File: config.mk
export PLATFORM = sky130hd
export DESIGN_NAME = spi_status_irq
export DESIGN_NICKNAME = d
export VERILOG_FILES = /design/src/rtl/spi_stat_pkg.sv /design/src/rtl/fifo_byte_count.sv /design/src/rtl/spi_status_irq.sv /design/src/rtl/sticky_flags.sv
export SDC_FILE = /design/constraint.sdc
export NUM_CORES = 1
export LEC_CHECK = 0
export BUFFER_PORTS_ARGS = -buffer_cell sky130_fd_sc_hd__buf_2
export CELL_PAD_IN_SITES_DETAIL_PLACEMENT = 1
export CELL_PAD_IN_SITES_GLOBAL_PLACEMENT = 2
export CORE_AREA = 2 2 157 159
export DETAILED_ROUTE_END_ITERATION = 10
export DIE_AREA = 0 0 159 161
export PLACE_DENSITY = 0.77
export SLEW_MARGIN = 30
export SYNTH_ARGS = -nofsm -noshare
export SYNTH_HDL_FRONTEND = slang
export SYNTH_SLANG_ARGS = --single-unit
File: constraint.sdc
create_clock -name sys_clk -period 3.25 [get_ports sys_clk]
set_input_delay 0.4875 -clock sys_clk [delete_from_list [all_inputs] [get_ports sys_clk]]
set_output_delay 0.4875 -clock sys_clk [all_outputs]
set_load 0.02 [all_outputs]
File: src/rtl/spi_stat_pkg.sv
// constants and carrier types for the spi status and interrupt block
package spi_stat_pkg;
  // register byte offsets
  localparam logic [7:0] OFS_STATUS = 8'h10;
  localparam logic [7:0] OFS_COUNTS = 8'h14;
  localparam logic [7:0] OFS_IRQ_EN = 8'h18;
  localparam logic [7:0] OFS_THRESH = 8'h1C;
  // status bit positions
  localparam int BIT_XFER_DONE = 0;
  localparam int BIT_DMA_DONE  = 1;
  localparam int BIT_TX_ERR    = 2;
  localparam int BIT_RX_ERR    = 3;
  localparam int BIT_PROG_ERR  = 4;
  localparam int BIT_TX_FULL   = 8;
  localparam int BIT_TX_EMPTY  = 9;
  localparam int BIT_TX_REQ    = 10;
  localparam int BIT_TX_STALL  = 11;
  localparam int BIT_RX_FULL   = 12;
  localparam int BIT_RX_EMPTY  = 13;
  localparam int BIT_RX_REQ    = 14;
  localparam int BIT_RX_STALL  = 15;
  localparam int BIT_BUSY      = 16;
  localparam int DESC_LSB      = 24;
  // field widths
  localparam int COUNT_W = 16;
  localparam int DESC_W  = 4;
  // reset values and masks
  localparam logic [31:0] IRQ_EN_RESET = 32'h0000_2000;
  localparam logic [31:0] IRQ_EN_MASK  = 32'h0000_771F;
  localparam logic [31:0] STICKY_MASK  = 32'h0000_CC1F;
  localparam logic [31:0] THRESH_RESET = 32'h0000_0000;
  localparam logic [3:0]  DESC_RESET   = 4'h0;
  // fifo depth in bytes
  localparam logic [15:0] FIFO_DEPTH = 16'h0020;

  // classic wishbone request from the master
  typedef struct packed {
    logic        cyc;
    logic        stb;
    logic        we;
    logic [7:0]  adr;
    logic [3:0]  sel;
    logic [31:0] dat;
  } wb_req_type;

  // one-cycle events from ports, shift engine, dma and execute register
  typedef struct packed {
    logic       tx_push;
    logic [2:0] tx_push_bytes;
    logic       rx_pop;
    logic [2:0] rx_pop_bytes;
    logic       rx_store;
    logic       tx_fetch;
    logic       byte_done;
    logic       length_hit;
    logic       tx_dma_done;
    logic       rx_dma_done;
    logic       desc_done;
    logic       exec_start;
    logic       exec_stop;
    logic       exec_clear;
  } eng_evt_type;

  // live configuration of the active transfer
  typedef struct packed {
    logic [1:0] if_mode;
    logic [1:0] tx_xfer_en;
    logic       rx_xfer_en;
    logic [1:0] tx_dma_en;
    logic [1:0] rx_dma_en;
    logic       desc_en;
    logic       close_en;
    logic       desc_last;
    logic [3:0] desc_first;
    logic [3:0] desc_next;
  } cfg_type;
endpackage

File: src/rtl/fifo_byte_count.sv
// byte occupancy counter of one fifo with refusal reporting
`timescale 1ns/1ns
`default_nettype none
module fifo_byte_count (
  // clock and reset
  input  wire logic        sys_clk,
  input  wire logic        arst_n,
  // count control
  input  wire logic        clear,
  input  wire logic        add,
  input  wire logic [2:0]  add_bytes,
  input  wire logic        sub,
  input  wire logic [2:0]  sub_bytes,
  // status
  output logic [15:0] count,
  output logic        full,
  output logic        empty,
  output logic        add_refused,
  output logic        sub_refused
);
  typedef struct packed {
    logic [15:0] count;
  } cnt_state_type;

  cnt_state_type st;
  cnt_state_type next_st;
  logic [15:0]   add_n;
  logic [15:0]   sub_n;

  // refuse what would pass full or go below empty
  always_comb
  begin
    next_st = st;
    add_n = {13'h0000, add_bytes};
    sub_n = {13'h0000, sub_bytes};
    add_refused = add && (st.count > spi_stat_pkg::FIFO_DEPTH - add_n);
    sub_refused = sub && (st.count < sub_n);
    if (add && !add_refused)
      next_st.count = next_st.count + add_n;
    if (sub && !sub_refused)
      next_st.count = next_st.count - sub_n;
    if (clear)
      next_st.count = 16'h0000;
  end

  always_ff @(posedge sys_clk or negedge arst_n)
  begin
    if (!arst_n)
      st <= '0;
    else
      st <= next_st;
  end

  assign count = st.count;
  assign full  = (st.count == spi_stat_pkg::FIFO_DEPTH);
  assign empty = (st.count == 16'h0000);
endmodule
`default_nettype wire

File: src/rtl/spi_status_irq.sv
// status, byte counts, interrupt enables and thresholds of the spi master
//
// The Wishbone interface to the registers was chosen for this implementation.
`timescale 1ns/1ns
`default_nettype none
// Operation
// - status shows active descriptor buffer index
// - busy flag while transfer executes
// - sticky stall on store into full rx
// - rx request while count at or above threshold
// - live rx empty and full, empty resets one
// - sticky stall on fetch from empty tx
// - tx request while count at or below threshold
// - live tx empty and full, both reset zero
// - flag illegal start/stop or mode setup
// - flag rx read with too little data
// - flag tx write into full fifo
// - dma done flag on dma done signal
// - every enabled dma direction done before flagging
// - close enabled: dma and transfer done together
// - dma done fires on every descriptor
// - manual mode: done at transfer length
// - dma mode: transfer done with dma done
// - descriptor mode: done on last descriptor
// - stop: done after current byte completes
// - rx and tx byte counts readable
// - enable bit per event except tx and rx stall, rx empty set
// - thresholds; zero disables the request
// - stop halts at next byte boundary
// - port reads/writes move the byte counts
module spi_status_irq (
  // clock and reset
  input  wire logic                      sys_clk,
  input  wire logic                      arst_n,
  // wishbone slave
  input  wire spi_stat_pkg::wb_req_type  wb_req,
  output logic [31:0]                    wb_dat_o,
  output logic                           wb_ack_o,
  // engine, port, dma and execute events
  input  wire spi_stat_pkg::eng_evt_type evt,
  input  wire spi_stat_pkg::cfg_type     cfg,
  // interrupt and engine control
  output logic                           irq,
  output logic                           stop_hold
);
  typedef struct packed {
    logic        ack;
    logic [31:0] rdata;
    logic [31:0] irq_en;
    logic [31:0] thresh;
    logic        busy;
    logic [3:0]  desc_idx;
    logic        tx_armed;
    logic        tx_dma_seen;
    logic        rx_dma_seen;
    logic        stop_pend;
    logic        irq;
  } top_state_type;

  top_state_type st;
  top_state_type next_st;

  logic [15:0] tx_count;
  logic [15:0] rx_count;
  logic        tx_full;
  logic        tx_empty_cnt;
  logic        rx_full;
  logic        rx_empty;
  logic        tx_ovf;
  logic        tx_starve;
  logic        rx_over;
  logic        rx_unf;
  logic [31:0] flag_set;
  logic [31:0] flag_clr;
  logic [31:0] flags;
  logic [31:0] status_word;
  logic [31:0] byte_en;
  logic        bus_req;
  logic        wr_take;
  logic        dma_on;
  logic        tx_seen_n;
  logic        rx_seen_n;
  logic        dma_all;
  logic        start_ok;
  logic        prog_err;
  logic        xfer_set;
  logic        stop_done;
  logic        rx_req_cond;
  logic        tx_req_cond;

  // transmit fifo count: port writes add, engine fetches remove
  fifo_byte_count u_tx_count (
    .sys_clk     (sys_clk),
    .arst_n      (arst_n),
    .clear       (evt.exec_clear),
    .add         (evt.tx_push),
    .add_bytes   (evt.tx_push_bytes),
    .sub         (evt.tx_fetch),
    .sub_bytes   (3'h1),
    .count       (tx_count),
    .full        (tx_full),
    .empty       (tx_empty_cnt),
    .add_refused (tx_ovf),
    .sub_refused (tx_starve)
  );

  // receive fifo count: engine stores add, port reads remove
  fifo_byte_count u_rx_count (
    .sys_clk     (sys_clk),
    .arst_n      (arst_n),
    .clear       (evt.exec_clear),
    .add         (evt.rx_store),
    .add_bytes   (3'h1),
    .sub         (evt.rx_pop),
    .sub_bytes   (evt.rx_pop_bytes),
    .count       (rx_count),
    .full        (rx_full),
    .empty       (rx_empty),
    .add_refused (rx_over),
    .sub_refused (rx_unf)
  );

  // sticky status flags
  sticky_flags #(
    .W (32)
  ) u_flags (
    .sys_clk (sys_clk),
    .arst_n  (arst_n),
    .set     (flag_set),
    .clr     (flag_clr),
    .flags   (flags)
  );

  // byte lanes of a bus write
  assign byte_en = {{8{wb_req.sel[3]}}, {8{wb_req.sel[2]}},
                    {8{wb_req.sel[1]}}, {8{wb_req.sel[0]}}};
  assign bus_req = wb_req.cyc && wb_req.stb;
  assign wr_take = bus_req && wb_req.we && st.ack;

  // request levels against thresholds, zero threshold disables
  assign rx_req_cond = (st.thresh[31:16] != 16'h0000)
                       && (rx_count >= st.thresh[31:16]);
  assign tx_req_cond = (st.thresh[15:0] != 16'h0000)
                       && (tx_count <= st.thresh[15:0]);

  // dma completion, both active directions gathered
  assign dma_on    = (cfg.tx_dma_en != 2'h0) || (cfg.rx_dma_en != 2'h0);
  assign tx_seen_n = st.tx_dma_seen || evt.tx_dma_done;
  assign rx_seen_n = st.rx_dma_seen || evt.rx_dma_done;
  assign dma_all   = dma_on && (evt.tx_dma_done || evt.rx_dma_done)
                     && ((cfg.tx_dma_en == 2'h0) || tx_seen_n)
                     && ((cfg.rx_dma_en == 2'h0) || rx_seen_n);

  // illegal execute or mode setup
  assign prog_err = (evt.exec_start && evt.exec_stop)
                    || (evt.exec_start && (cfg.if_mode != 2'h0)
                        && (cfg.tx_xfer_en != 2'h0) && cfg.rx_xfer_en)
                    || (evt.exec_start && (cfg.if_mode == 2'h3));
  assign start_ok = evt.exec_start && !prog_err;

  // transfer completion by mode
  assign stop_done = st.stop_pend && evt.byte_done;
  always_comb
  begin
    if (cfg.desc_en)
      xfer_set = (evt.desc_done && cfg.desc_last) || (dma_all && cfg.close_en);
    else if (dma_on)
      xfer_set = dma_all;
    else
      xfer_set = evt.length_hit;
    xfer_set = xfer_set || stop_done;
  end

  // setting events of the sticky flags
  always_comb
  begin
    flag_set = '0;
    flag_set[spi_stat_pkg::BIT_RX_STALL]  = rx_over;
    flag_set[spi_stat_pkg::BIT_RX_REQ]    = rx_req_cond;
    flag_set[spi_stat_pkg::BIT_TX_STALL]  = tx_starve;
    flag_set[spi_stat_pkg::BIT_TX_REQ]    = tx_req_cond;
    flag_set[spi_stat_pkg::BIT_PROG_ERR]  = prog_err;
    flag_set[spi_stat_pkg::BIT_RX_ERR]    = rx_unf;
    flag_set[spi_stat_pkg::BIT_TX_ERR]    = tx_ovf;
    flag_set[spi_stat_pkg::BIT_DMA_DONE]  = dma_all;
    flag_set[spi_stat_pkg::BIT_XFER_DONE] = xfer_set;
  end

  // write one to status clears, at the acknowledged edge only
  assign flag_clr = (wr_take && (wb_req.adr == spi_stat_pkg::OFS_STATUS))
                    ? (wb_req.dat & byte_en & spi_stat_pkg::STICKY_MASK)
                    : 32'h0000_0000;

  // status word with live bits
  always_comb
  begin
    status_word = flags & spi_stat_pkg::STICKY_MASK;
    status_word[spi_stat_pkg::BIT_RX_EMPTY] = rx_empty;
    status_word[spi_stat_pkg::BIT_RX_FULL]  = rx_full;
    status_word[spi_stat_pkg::BIT_TX_EMPTY] = st.tx_armed && tx_empty_cnt;
    status_word[spi_stat_pkg::BIT_TX_FULL]  = tx_full;
    status_word[spi_stat_pkg::BIT_BUSY]     = st.busy;
    status_word[spi_stat_pkg::DESC_LSB +: spi_stat_pkg::DESC_W] = st.desc_idx;
  end

  // next state: bus slave, control state and interrupt
  always_comb
  begin
    next_st = st;
    next_st.ack = bus_req && !st.ack;
    next_st.rdata = 32'h0000_0000;
    if (bus_req && !st.ack && !wb_req.we)
    begin
      unique case (wb_req.adr)
        spi_stat_pkg::OFS_STATUS: next_st.rdata = status_word;
        spi_stat_pkg::OFS_COUNTS: next_st.rdata = {rx_count, tx_count};
        spi_stat_pkg::OFS_IRQ_EN: next_st.rdata = st.irq_en;
        spi_stat_pkg::OFS_THRESH: next_st.rdata = st.thresh;
        default:                  next_st.rdata = 32'h0000_0000;
      endcase
    end
    if (wr_take && (wb_req.adr == spi_stat_pkg::OFS_IRQ_EN))
      next_st.irq_en = ((st.irq_en & ~byte_en) | (wb_req.dat & byte_en))
                       & spi_stat_pkg::IRQ_EN_MASK;
    if (wr_take && (wb_req.adr == spi_stat_pkg::OFS_THRESH))
      next_st.thresh = (st.thresh & ~byte_en) | (wb_req.dat & byte_en);
    // dma done gathering
    next_st.tx_dma_seen = tx_seen_n && !dma_all;
    next_st.rx_dma_seen = rx_seen_n && !dma_all;
    if (start_ok)
    begin
      next_st.tx_dma_seen = 1'b0;
      next_st.rx_dma_seen = 1'b0;
    end
    // busy and active descriptor
    if (xfer_set)
      next_st.busy = 1'b0;
    if (start_ok)
      next_st.busy = 1'b1;
    if (start_ok && cfg.desc_en)
      next_st.desc_idx = cfg.desc_first;
    else if (evt.desc_done && !cfg.desc_last)
      next_st.desc_idx = cfg.desc_next;
    // stop holds the engine until the byte boundary
    if (evt.exec_stop && !evt.exec_start && st.busy)
      next_st.stop_pend = 1'b1;
    if (stop_done || !next_st.busy)
      next_st.stop_pend = 1'b0;
    if (evt.tx_push || evt.exec_clear)
      next_st.tx_armed = 1'b1;
    next_st.irq = |(status_word & st.irq_en);
  end

  // state register
  always_ff @(posedge sys_clk or negedge arst_n)
  begin
    if (!arst_n)
    begin
      st          <= '0;
      st.irq_en   <= spi_stat_pkg::IRQ_EN_RESET;
      st.thresh   <= spi_stat_pkg::THRESH_RESET;
      st.desc_idx <= spi_stat_pkg::DESC_RESET;
    end
    else
      st <= next_st;
  end

  assign wb_dat_o  = st.rdata;
  assign wb_ack_o  = st.ack;
  assign irq       = st.irq;
  assign stop_hold = st.stop_pend;
endmodule
`default_nettype wire

File: src/rtl/sticky_flags.sv
// write-one-to-clear sticky flags where a set beats a clear
`timescale 1ns/1ns
`default_nettype none
module sticky_flags #(
  parameter int W = 32
) (
  // clock and reset
  input  wire logic         sys_clk,
  input  wire logic         arst_n,
  // set and clear vectors
  input  wire logic [W-1:0] set,
  input  wire logic [W-1:0] clr,
  // flags
  output logic [W-1:0] flags
);
  typedef struct packed {
    logic [W-1:0] flags;
  } flag_state_type;

  flag_state_type st;
  flag_state_type next_st;

  // set wins over clear
  always_comb
  begin
    next_st.flags = (st.flags & ~clr) | set;
  end

  always_ff @(posedge sys_clk or negedge arst_n)
  begin
    if (!arst_n)
      st <= '0;
    else
      st <= next_st;
  end

  assign flags = st.flags;
endmodule
`default_nettype wire

Yosys cells after proc, flatten, opt, wreduce, memory -nomap -nowiden
Index checks and enable logic that the tools add are counted.
{ "word_totals": {"reg_bits": 150, "output_inout_bits": 35, "in_bits": 87} }
{ "op_classes": {"n_addsub": 5, "order_cmp": 6, "n_eq_ne": 7, "n_reduce_logical": 73, "bitwise": 10, "n_mux": 18} }
{ "ops": {"columns": ["cell", "n"], "rows": [
  ["case mux 32 bit (4 select lines)", 1],
  ["two-way mux 16 bit", 7],
  ["AND 32 bit", 3],
  ["logical AND 1 bit", 37],
  ["equality test 16 x 6 -> 1 bit, second input constant", 2],
  ["equality test 8 x 5 -> 1 bit, second input constant", 4],
  ["logical NOT 16 bit", 2],
  ["two-way mux 32 bit", 1],
  ["inverter 16 -> 32 bit", 1],
  ["inverter 32 bit", 1],
  ["OR 32 x 16 -> 32 bit", 1],
  ["OR 32 bit", 1],
  ["nonzero test 16 bit", 2],
  ["OR reduction 32 bit", 1],
  ["AND 28 x 15 -> 28 bit", 1],
  ["adder 16 x 1 -> 16 bit, second input constant", 1],
  ["adder 16 x 3 -> 16 bit", 1],
  [">= comparator 16 bit", 1],
  ["> comparator 16 bit", 1],
  ["> comparator 16 x 5 -> 1 bit, second input constant", 1],
  ["less-or-equal comparator 16 bit", 1],
  ["< comparator 16 x 1 -> 1 bit, second input constant", 1],
  ["< comparator 16 x 3 -> 1 bit", 1],
  ["subtractor 16 x 1 -> 16 bit, second input constant", 1],
  ["other kinds (12)", 45]
]} }

Depth between registers and ports, before layout
{ "depth": {"depth_word": 14, "ltp_mapped": 17} }

Cells and area by module
A second synthesis with hierarchy kept.
{ "unflattened": {"cells_unflattened": 919, "area_unflattened_um2": 9298.9} }
{ "modules_own_cells": {"columns": ["mod", "cells_each", "seq_area_each_um2", "area_each_um2", "instances"], "rows": [
  ["spi_status_irq", 463, 2153.3, 5037.3, 1],
  ["fifo_byte_count", 180, 400.4, 1550.2, 2],
  ["sticky_flags", 96, 800.8, 1161.1, 1]
]} }

Worst setup path before layout
OpenSTA, ideal clock, no wires.
{ "synth_path": {"path_kind": "reg-to-reg", "start": "reg u_rx_count.st (netlist bit u_rx_count.count[7])", "end": "reg u_rx_count.st (netlist bit u_rx_count.count[9])", "required_ns": 3.172, "arrival_time_ns": 3.415, "path_stages_with_launch": 14, "path_slack_ns": -0.243, "setup_time_ns": 0.078, "synth_period_minus_slack_ns": 3.493, "path_cell_list": "dfrtp_1 > nor3_1 > and3_1 > buf_2 > nand2_1 > mux2i_1 > inv_1 > ha_1 > nor2b_1 > o21ai_0 > nor4bb_1 > nand4_1 > or3b_2 > a21oi_1"} }
{ "synth_lines": {"columns": ["element", "line", "source"], "rows": [
  ["from (decl)", "fifo_byte_count.sv:25", "cnt_state_type st;"],
  ["from (signal assigned)", "fifo_byte_count.sv:51", "st <= next_st;"]
]} }

==> flow_summary.json <==
{
  "outcome": "finished, final reports clean",
  "ant_nets": 0,
  "drt_first_pass_iters": 4,
  "port_buffers": 121,
  "clock-sinks": 127,
  "fin_skew_ps": 9.51,
  "area_growth_pct": 24.2,
  "final_cells": 1269,
  "cts_buffers": 17,
  "grt_pass1_wl_um": 38100,
  "die_h_um": 161,
  "ys_async_sr_fraction_pct": 100,
  "overflow": 0,
  "drc": 0,
  "die-area_mm2": 0.0256,
  "path_buf_inv": 4,
  "num_vias": 6412,
  "yosysWarnings": 0,
  "reg2reg_from": "u_rx_count.count[9]$_DFF_PN0_",
  "crit_path_frequent_cell": "ha_4",
  "required_ps": 3590,
  "worst_ep_arrival_time_ps": 3400,
  "dpl.hpwl_um": 18000,
  "start_util_pct": 32.6,
  "drive_gt1_share_pct": 34.7,
  "grt_max_degree": 60,
  "holdBufCountCts": 0,
  "die_w_um": 159,
  "synth_area_per_cell_um2": 10.0,
  "min_period_over_period_pct": 94.1,
  "power_mw": 6.64,
  "drv_cap": 0,
  "grt_setup_unrepaired": "true",
  "worst_ir_drop_vdd_uv": 255,
  "synthTopCellsByArea": "dfrtp_1 40%, ha_1 8.2%, mux2_2 8.1%, nor2_1 3.6%, buf_4 3.1%",
  "cp-start-kind": "input pin",
  "synth_area_mm2": 0.00782,
  "track_usage_pct": 18.8,
  "fin_nets": 1071,
  "ys_ff_latch": 127,
  "grt_pass1_vias": 6991,
  "switchingPower_mw": 2.40,
  "crit_type": "in2reg",
  "path_cells": "buf_2 -> inv_4 -> ha_4 -> ha_4 -> inv_2 -> ha_4 -> nand4_1 -> mux2_2 -> o31ai_2 -> and3_4 -> mux2i_2 -> ha_2 -> o2111ai_2 -> buf_4 -> or3_1 -> a21oi_1",
  "num_rows": 57,
  "cts_tree": "done",
  "power.density_mw_per_mm2": 684,
  "synth_top_area_share_pct": 40.3,
  "synth_edf_count": 0,
  "cp_top_family": "adder cells",
  "min_period_ps": 3060,
  "io_pins": 122,
  "max_stage_delay_ps": 330,
  "startpoint": "evt[15]",
  "p_int_mw": 4.24,
  "clkTransAtPathRegs_ps": 60,
  "p_seq_share_pct": 27.9,
  "yosys.cell_types.count": 80,
  "antenna_found_initial": 2,
  "switching_share_pct": 36.2,
  "netlist_top_cells_count": "126 x dfrtp_1, 75 x nor2_1, 56 x mux2_2, 51 x ha_1, 49 x inv_1",
  "synth_nets": 920,
  "setup_viol": 0,
  "worst_slew_pin_slew_ps": 787,
  "gp_congestion": 0.844,
  "ys.flop_type": "dfrtp_1",
  "hold_path_class": "in2async",
  "core_mm2": 0.0240,
  "worst_path_max_delay_cell": "or3_1",
  "slew_headroom_pct": 47.5,
  "p_leak_nw": 4.65,
  "first_iter_violations": 329,
  "synth_top_area_cell": "dfrtp_1",
  "p_comb_share_pct": 43.2,
  "clk_latency_ps": 430,
  "clk_path_buf_depth": 2,
  "vias_per_cell": 5.05,
  "htreeDepth": 4,
  "regToRegSetupSlack_ps": 230,
  "yosysSeqAreaShare_pct": 40.7,
  "synth_most_common_cell": "dfrtp_1",
  "p_clk_share_pct": 28.8,
  "hold_viol_final": 0,
  "totalWireLength_um": 23100,
  "crit_fanout": 7,
  "end_kind": "register",
  "placed_cells": 1233,
  "max_freq_mhz": 327,
  "maxSlewViolCount": 0,
  "cts_root_buf": "clkbuf_16",
  "synthesis.instances": 780,
  "wl_per_cell_um": 18.2
}
metrics by stage:
step | setup slack, ps | hold WS, ps | setup TNS [ps] | instance area (µm²) | utilization (%)
floorplan | 10.7 | 192 | 0 | 7910 | -
global placement | -138 | 460 | -388 | 9060 | 37.8
detailed placement | -311 | 468 | -1270 | 9060 | 37.8
CTS | 48.2 | 24.0 | 0 | 9650 | 40.3
global route | -28.9 | 40.3 | -40.0 | 9700 | 40.5
finish | 191 | 14.4 | 0 | 9710 | 40.5
worst paths after layout:
kind                                                 end  depth (start not counted)
setup / recovery           u_tx_count.count[8]$_DFF_PN0_                         16
setup reg to reg           u_rx_count.count[9]$_DFF_PN0_                         13
max in group asynchronous     asynchronous set/reset pin                          2
min in group sys_clk                   st[5]$_DFFE_PN0P_                          3
hold reg to reg                       wb_ack_o$_DFF_PN0_                          1
hold / removal                    wb_dat_o[21]$_DFF_PN0_                          1
cell usage in the layout (no fill, tap or decap), drive strengths merged, types with 13 or more instances in the layout:
cell type  count
clkbuf        18
nor3          13
buf          190
a22oi         20
mux2i         13
nor2          75
inv           54
mux2          57
nand2         43
dfrtp        126
a21o          15
a21oi         39
or3           14
ha            51
o21ai         32
nor4          18
nor2b         22
metal layers:
metal  GRT usage (%)  vias to the layer above  wire [µm]
met5               0                        -         13
met4            4.67                        2        262
met3            3.80                       20        902
met2            31.7                      120      11200
met1            24.9                     3205      10800
li1                -                     3065          -
power by group through the flow:
stage	logic [mW]	clock network, mW	registers, mW
2_1_floorplan	1.68	0	1.89
3_3_place_gp	2.71	0	1.87
3_5_place_dp	2.77	0	1.88
4_1_cts	2.80	1.96	1.85
5_1_grt	3.23	2.02	1.87
6_report	2.87	1.91	1.85
cell type report:
cell class	instances	area (µm²)
fillers	2810	14300
repair buffers	190	1140
clock buffers	18	429
multi-input cells	546	4200
well taps	324	405
clock inverters	14	158
inverters	49	186
diodes	1	2.50
flip-flops and latches	127	3180
cells by family (layout without fill, tap and decap cells):
family,count (synthesis),count (layout),synth area share [%]
and+or+nand+nor,251,251,17.2
DFF,127,127,40.7
other,0,1,0
xor gates and xnor gates,17,17,1.90
buffers and inverters,107,271,7.12
muxes,77,77,11.9
adders and majority gates,53,53,8.67
AOI/OAI and AO/OA,148,148,12.5
what timing repair did:
| item | CTS | global route |
|---|---|---|
| gates resized for setup | 1 | 10 |
| setup buffers | 0 | 3 |
| pin swaps | 0 | 3 |
| setup endpoints to repair | 1 | 12 |
(Power assumes the default switching activity.)
